<file path="src/common/cpts_pkg.sv">
package cpts_pkg;

	// -----------------------------------------------------------------
	// Register map
	// -----------------------------------------------------------------
	localparam logic [3:0]  CPTS_OFS_STATUS   = 4'h0;
	localparam logic [3:0]  CPTS_OFS_INTCTL   = 4'h4;
	localparam logic [3:0]  CPTS_OFS_CORECTL  = 4'h8;
	localparam logic [3:0]  CPTS_OFS_IRQMASK  = 4'hC;

	// -----------------------------------------------------------------
	// Field positions
	// -----------------------------------------------------------------
	localparam int          CPTS_BIT_LVL_LO   = 5;
	localparam int          CPTS_BIT_LVL_HI   = 7;
	localparam int          CPTS_BIT_LVL3     = 3;
	localparam int          CPTS_BIT_NESTDIS  = 15;
	localparam int          CPTS_BIT_OVA      = 14;
	localparam int          CPTS_BIT_OVB      = 13;
	localparam int          CPTS_BIT_COVA     = 12;
	localparam int          CPTS_BIT_COVB     = 11;

	// -----------------------------------------------------------------
	// Reset values and codes
	// -----------------------------------------------------------------
	localparam logic [15:0] CPTS_RST_REG      = 16'h0000;
	localparam logic [2:0]  CPTS_LVL_BLOCK    = 3'h7;
	localparam logic [15:0] CPTS_TRAP_MASK    = 16'h7800;
	localparam logic [1:0]  CPTS_RESP_OKAY    = 2'h0;
	localparam logic [1:0]  CPTS_RESP_SLVERR  = 2'h2;

endpackage

</file>
<file path="src/common/cpts_trap_if.sv">
`timescale 1ns/1ps
`default_nettype none

interface cpts_trap_if;
	logic [3:0] set;
	logic [3:0] clr;
	logic [3:0] flags;
	modport owner (input set, input clr, output flags);
	modport user  (output set, output clr, input flags);
endinterface

`default_nettype wire

</file>
<file path="src/verilog/cpts_top.sv">
`timescale 1ns/1ps
`default_nettype none

module cpts_top
	import cpts_pkg::*;
(
	input  wire logic        aclk,
	input  wire logic        aresetn,
	input  wire logic [3:0]  awaddr,
	input  wire logic        awvalid,
	output logic             awready,
	input  wire logic [31:0] wdata,
	input  wire logic [3:0]  wstrb,
	input  wire logic        wvalid,
	output logic             wready,
	output logic [1:0]       bresp,
	output logic             bvalid,
	input  wire logic        bready,
	input  wire logic [3:0]  araddr,
	input  wire logic        arvalid,
	output logic             arready,
	output logic [31:0]      rdata,
	output logic [1:0]       rresp,
	output logic             rvalid,
	input  wire logic        rready,
	input  wire logic        trap_acc_a_ovf,
	input  wire logic        trap_acc_b_ovf,
	input  wire logic        trap_acc_a_cat,
	input  wire logic        trap_acc_b_cat,
	output logic [3:0]       priority_level,
	output logic             user_irq_blocked,
	output logic             irq
);
	// -----------------------------------------------------------------
	// State
	// -----------------------------------------------------------------
	logic [2:0]  lvl_field;
	logic        lvl_bit3;
	logic        nesting_disable;
	logic [15:0] irq_mask;
	logic        aw_held;
	logic        w_held;
	logic [3:0]  aw_addr;
	logic [15:0] w_data;
	logic        w_lo;
	logic        do_wr;
	logic [3:0]  next_lvl;
	logic [15:0] status_rd;
	logic [15:0] intctl_rd;
	logic [15:0] trap_rd;
	cpts_trap_if tif ();

	cpts_trap_flags #(.N(4)) u_flags (
		.aclk    (aclk),
		.aresetn (aresetn),
		.tf      (tif)
	);

	assign trap_rd = {1'b0, tif.flags, 11'h000};
	assign tif.set = {trap_acc_a_ovf, trap_acc_b_ovf, trap_acc_a_cat, trap_acc_b_cat};
	// Writing zero clears a flag; writing one leaves it alone, so a flag cannot be forged.
	assign tif.clr = (do_wr && w_lo && aw_addr == CPTS_OFS_INTCTL) ?
		~w_data[CPTS_BIT_OVA:CPTS_BIT_COVB] : 4'h0;

	assign status_rd = {8'h00, lvl_field, 5'h00};
	assign intctl_rd = {nesting_disable, trap_rd[14:0]} & 16'hFFFE;
	assign do_wr     = aw_held && w_held && !bvalid;

	// -----------------------------------------------------------------
	// Write channel capture
	// -----------------------------------------------------------------
	always_ff @(posedge aclk) begin
		if (!aresetn) begin
			aw_held <= 1'b0;
			aw_addr <= 4'h0;
		end else if (awvalid && awready) begin
			aw_held <= 1'b1;
			aw_addr <= awaddr;
		end else if (do_wr) begin
			aw_held <= 1'b0;
		end
	end

	always_ff @(posedge aclk) begin
		if (!aresetn) begin
			w_held <= 1'b0;
			w_data <= 16'h0000;
			w_lo   <= 1'b0;
		end else if (wvalid && wready) begin
			w_held <= 1'b1;
			w_data <= wdata[15:0];
			w_lo   <= wstrb[0] & wstrb[1];
		end else if (do_wr) begin
			w_held <= 1'b0;
		end
	end

	always_ff @(posedge aclk) begin
		if (!aresetn) begin
			awready <= 1'b0;
			wready  <= 1'b0;
		end else begin
			awready <= !aw_held && !(awvalid && awready) && !bvalid;
			wready  <= !w_held && !(wvalid && wready) && !bvalid;
		end
	end

	always_ff @(posedge aclk) begin
		if (!aresetn) begin
			bvalid <= 1'b0;
			bresp  <= CPTS_RESP_OKAY;
		end else if (do_wr) begin
			bvalid <= 1'b1;
			bresp  <= (aw_addr[1:0] == 2'h0 && aw_addr <= CPTS_OFS_IRQMASK) ?
				CPTS_RESP_OKAY : CPTS_RESP_SLVERR;
		end else if (bready) begin
			bvalid <= 1'b0;
		end
	end

	// -----------------------------------------------------------------
	// Control registers
	// -----------------------------------------------------------------
	always_ff @(posedge aclk) begin
		if (!aresetn) begin
			nesting_disable <= 1'b0;
			lvl_field       <= CPTS_RST_REG[2:0];
			lvl_bit3        <= 1'b0;
			irq_mask        <= CPTS_RST_REG;
		end else if (do_wr && w_lo) begin
			unique case (aw_addr)
				CPTS_OFS_STATUS: begin
					if (!nesting_disable) begin
						lvl_field <= w_data[CPTS_BIT_LVL_HI:CPTS_BIT_LVL_LO];
					end
				end
				CPTS_OFS_INTCTL: begin
					nesting_disable <= w_data[CPTS_BIT_NESTDIS];
				end
				CPTS_OFS_CORECTL: begin
					lvl_bit3 <= w_data[CPTS_BIT_LVL3];
				end
				CPTS_OFS_IRQMASK: begin
					irq_mask <= w_data & CPTS_TRAP_MASK;
				end
				default: begin
				end
			endcase
		end
	end

	// -----------------------------------------------------------------
	// Read channel
	// -----------------------------------------------------------------
	always_ff @(posedge aclk) begin
		if (!aresetn) begin
			arready <= 1'b0;
			rvalid  <= 1'b0;
			rdata   <= 32'h0000_0000;
			rresp   <= CPTS_RESP_OKAY;
		end else if (rvalid) begin
			arready <= 1'b0;
			if (rready) begin
				rvalid <= 1'b0;
			end
		end else if (arvalid && arready) begin
			arready <= 1'b0;
			rvalid  <= 1'b1;
			rresp   <= CPTS_RESP_OKAY;
			unique case (araddr)
				CPTS_OFS_STATUS:  rdata <= {16'h0000, status_rd};
				CPTS_OFS_INTCTL:  rdata <= {16'h0000, intctl_rd};
				CPTS_OFS_CORECTL: rdata <= {28'h0000000, lvl_bit3, 3'h0};
				CPTS_OFS_IRQMASK: rdata <= {16'h0000, irq_mask};
				default: begin
					rdata <= 32'h0000_0000;
					rresp <= CPTS_RESP_SLVERR;
				end
			endcase
		end else begin
			arready <= 1'b1;
		end
	end

	// -----------------------------------------------------------------
	// Priority outputs and interrupt
	// -----------------------------------------------------------------
	assign next_lvl = {lvl_bit3, lvl_field};

	always_ff @(posedge aclk) begin
		if (!aresetn) begin
			priority_level   <= 4'h0;
			user_irq_blocked <= 1'b0;
			irq              <= 1'b0;
		end else begin
			priority_level   <= next_lvl;
			// Level 7 and every level from 8 up lock out user interrupts.
			user_irq_blocked <= lvl_bit3 || (lvl_field == CPTS_LVL_BLOCK);
			irq              <= |(trap_rd & irq_mask);
		end
	end
endmodule // cpts_top

`default_nettype wire

</file>
<file path="src/verilog/cpts_trap_flags.sv">
`timescale 1ns/1ps
`default_nettype none

module cpts_trap_flags #(
	parameter int N = 4
) (
	input  wire logic    aclk,
	input  wire logic    aresetn,
	cpts_trap_if.owner   tf
);
	// -----------------------------------------------------------------
	// Sticky flags; a new trap wins over a simultaneous clear.
	// -----------------------------------------------------------------
	for (genvar i = 0; i < N; i++) begin : g_flag
		always_ff @(posedge aclk) begin
			if (!aresetn) begin
				tf.flags[i] <= 1'b0;
			end else if (tf.set[i]) begin
				tf.flags[i] <= 1'b1;
			end else if (tf.clr[i]) begin
				tf.flags[i] <= 1'b0;
			end
		end
	end
endmodule // cpts_trap_flags

`default_nettype wire
</file>
<file path="config.mk">
export PLATFORM = sky130hd
export DESIGN_NAME = cpts_top
export DESIGN_NICKNAME = d
export VERILOG_FILES = /design/src/common/cpts_pkg.sv /design/src/common/cpts_trap_if.sv /design/src/verilog/cpts_top.sv /design/src/verilog/cpts_trap_flags.sv
export SDC_FILE = /design/constraint.sdc
export NUM_CORES = 1
export LEC_CHECK = 0
export BUFFER_PORTS_ARGS = -buffer_cell sky130_fd_sc_hd__buf_2
export CORE_MARGIN = 2
export CORE_UTILIZATION = 25
export CTS_CLUSTER_DIAMETER = 40
export CTS_CLUSTER_SIZE = 25
export DETAILED_ROUTE_END_ITERATION = 10
export PLACE_DENSITY = 0.54
export SYNTH_ARGS = -nofsm -noshare
export SYNTH_HDL_FRONTEND = slang
export SYNTH_HIERARCHICAL = 1
export SYNTH_SLANG_ARGS = --single-unit
</file>
<file path="constraint.sdc">
create_clock -name aclk -period 2.95 [get_ports aclk]
set_input_delay 0 -clock aclk [delete_from_list [all_inputs] [get_ports aclk]]
set_output_delay 0 -clock aclk [all_outputs]
set_load 0.05 [all_outputs]
</file>
==> impl_metrics.toml <==
[run_status]
status = "finished, final reports clean"

[timing]
slew_viol_final = 0
worst_pin_slew_ns = 1.003
finalHoldViolCount = 0
max_freq_mhz = 600.8
clock_skew_ns = 0.008761
finalWorstSetupSlack_ns = 1.286
rsz0062_at_grt = "false"
relSlewSlack = 0.3303
tns_ns = 0
min_period_ns = 1.664
final.period_utilization = 0.5642
finalSetupViolCount = 0

[logic_synthesis]
ys_types = 29
ys_ff_latch = 51
ys_warn_count = 6
avgSynthCellArea_um2 = 8.738
syn_inst = 245
yosysSeqAreaShare = 0.4769
syn_area_um2 = 2141

[finish]
fin_cells = 423
num_antenna_cells = 0
final_nets = 372
drive_gt1_frac = 0.2107
syn2layout_area_growth_pct = 27.24
fin_area_um2 = 2724
fillers = 908

[clock_tree]
cts_hold_buf = 25
clk_latency_ns = 0.30
numCtsBuffers = 5
cts_setup_buffers = 0
h-tree-depth = 2
cts_resized = 0
clkTransAtPathRegs_ns = 0.09
cts.path.max_buffers = 2
clock_sinks = 51
clockRootBuffer = "clkbuf_8"
cts_tree = "done"

[global_routing]
grt_pass1_wl_um = 7741
grtUsageTotal = 0.1088
overflow = 0
grt_pass1_vias = 1623
antenna_found_initial = 0
grt_max_degree = 32

[die]
die_h_um = 96.54
io_pins = 102
dieArea_um2 = 9319
initial_core_util = 0.2592
fp.dieW_um = 96.54
core_area_um2 = 8258
fp-row-count = 33

[drt]
wirelength_um = 4753
via_per_inst = 4.199
dr.first_iter.drc_count = 43
drc = 0
wl_per_cell_um = 11.24
detail-route-antenna-nets = 0
firstDrtPassIters = 4
vias = 1776

[min_path]
min_to = "rdata[3]"
hold_class = "primary input to flip-flop"
hp-start = "araddr[2]"
hold_depth = 4

[job]
drv_cap = 0

[critical_path]
cp-start-kind = "flip-flop"
crit_path_end_kind = "flip-flop"
r2r-start = "wready"
worstPathMaxFanout = 12
path_class = "flip-flop to flip-flop"
r2r_slack_ns = 1.29
required_ns = 3.18
worstReg2RegEnd = "w_lo"
worst_r2r_path_depth = 4
worstPathArrival_ns = 1.89

[placement]
place_worst_setup_slack_ns = 1.442
port_buffers = 51
place_area_um2 = 2392
dp_hpwl_um = 3362
place_congestion = 0.6907
post-place-cells = 390

[pwr]
ir_worst_vdd_uv = 138.0
power.density_nw_per_um2 = 486.6
total_leakage_power_nw = 1.144
==> area by class of cell <==
type | count | area, um^2 | share of cell area
Clock inverter | 1 | 5.005 | 0.001837
Inverter | 7 | 26.28 | 0.009646
Tap cell | 105 | 131.4 | 0.04823
Timing Repair Buffer | 76 | 505.5 | 0.1856
Clock buffer | 7 | 76.32 | 0.02802
Multi-Input combinational cell | 176 | 958.4 | 0.3519
Sequential cell | 51 | 1021 | 0.3748
==> through the flow <==
step	hold slack [ns]	total power, mW	util
after detailed placement	0.2190	0.9334	0.2897
after CTS	0.007361	1.348	0.3298
after global routing	0.02228	1.405	0.3298
final	0.01728	1.325	0.3298
after global placement	0.2164	0.9318	0.2897
after floorplan	0.1038	0.9157	-
==> cells by family after synthesis <==
group | count (synthesis) | synth area share
AOI/OAI and AO/OA | 38 | 0.09818
DFF | 51 | 0.4769
and+or+nand+nor | 100 | 0.2425
buffers and inverters | 42 | 0.1175
muxes | 13 | 0.06312
other | 1 | 0.001752
==> power by group <==
group	leakage, nW	total [mW]	switching [mW]	internal, mW
combinational	0.686	0.214	0.149	0.0650
clock	0.0422	0.384	0.217	0.167
sequential	0.415	0.727	0.0175	0.710
==> worst max-delay path, stage by stage, from the launching register on <==
cell	delay, ns
dfxtp_1	0.35
and2_1	0.40
nand3_1	0.13
dlygate4sd3_1	0.58
a21oi_1	0.13
==> flip-flops by register name, indices dropped and copies added (netlist names), 3 cells and up <==
name              cells
rdata                 9
w_data                9
aw_addr               4
irq_mask              4
priority_level        4
u_flags/tf.flags      4
lvl_field             3
==> cell usage in the layout, fill, tap and decap left out, drive strengths merged, types with 3 or more instances in the layout <==
master | netlist | final
nand2b | 3 | 3
nand2 | 53 | 53
mux2i | 9 | 9
nor2b | 4 | 4
buf | 26 | 51
mux2 | 4 | 4
clkbuf | 9 | 7
inv | 7 | 7
dlygate4sd3 | 0 | 25
a21oi | 28 | 28
o21a | 4 | 4
nand3 | 12 | 12
dfxtp | 51 | 51
nor3 | 5 | 5
nor2 | 8 | 8
conb | 1 | 25
==> worst max-delay path by stage <==
stage | slack, ns | to | startpoint | depth (start not counted)
4_1_cts | 1.25 | w_lo | wready | 4
6_report | 1.29 | w_lo | wready | 4
5_1_grt | 1.18 | w_lo | wready | 4
2_1_floorplan | 1.43 | u_flags/tf.flags[0] | bvalid | 5
3_3_place_gp | 1.46 | u_flags/tf.flags[2] | bvalid | 5
3_5_place_dp | 1.44 | u_flags/tf.flags[1] | w_held | 5
==> synthesized netlist by cell type <==
library cell,number,area share
o21a_1,4,0.014
nand3_1,12,0.028
clkbuf_1,9,0.016
nand2_1,53,0.093
mux2i_1,9,0.042
o21ai_0,2,0.0047
nor2_1,8,0.014
buf_1,1,0.0018
nor3b_1,2,0.0070
dfxtp_1,51,0.48
inv_1,7,0.012
nor4_4,1,0.0099
nor4_1,1,0.0029
a211oi_1,2,0.0070
nand3b_1,2,0.0070
nand4b_1,1,0.0041
buf_4,25,0.088
and4_1,1,0.0041
nand2b_1,3,0.0088
a22oi_1,2,0.0070
nor2b_4,4,0.026
a21oi_1,28,0.065
and3b_1,2,0.0082
nor3_1,5,0.012
and2_1,2,0.0058
or4b_4,1,0.0064
mux2_2,4,0.021
conb_1,1,0.0018
nand4_1,2,0.0058
==> per-layer routing <==
layer  vias to the layer above  share of wire  track usage
li1                        911              -            -
met1                       808           0.48       0.1420
met2                        50           0.45       0.1713
met3                         7          0.061      0.03646
met4                         0          0.010      0.03169
met5                         -              0            0
No activity file was read; power rests on OpenSTA's default activity.
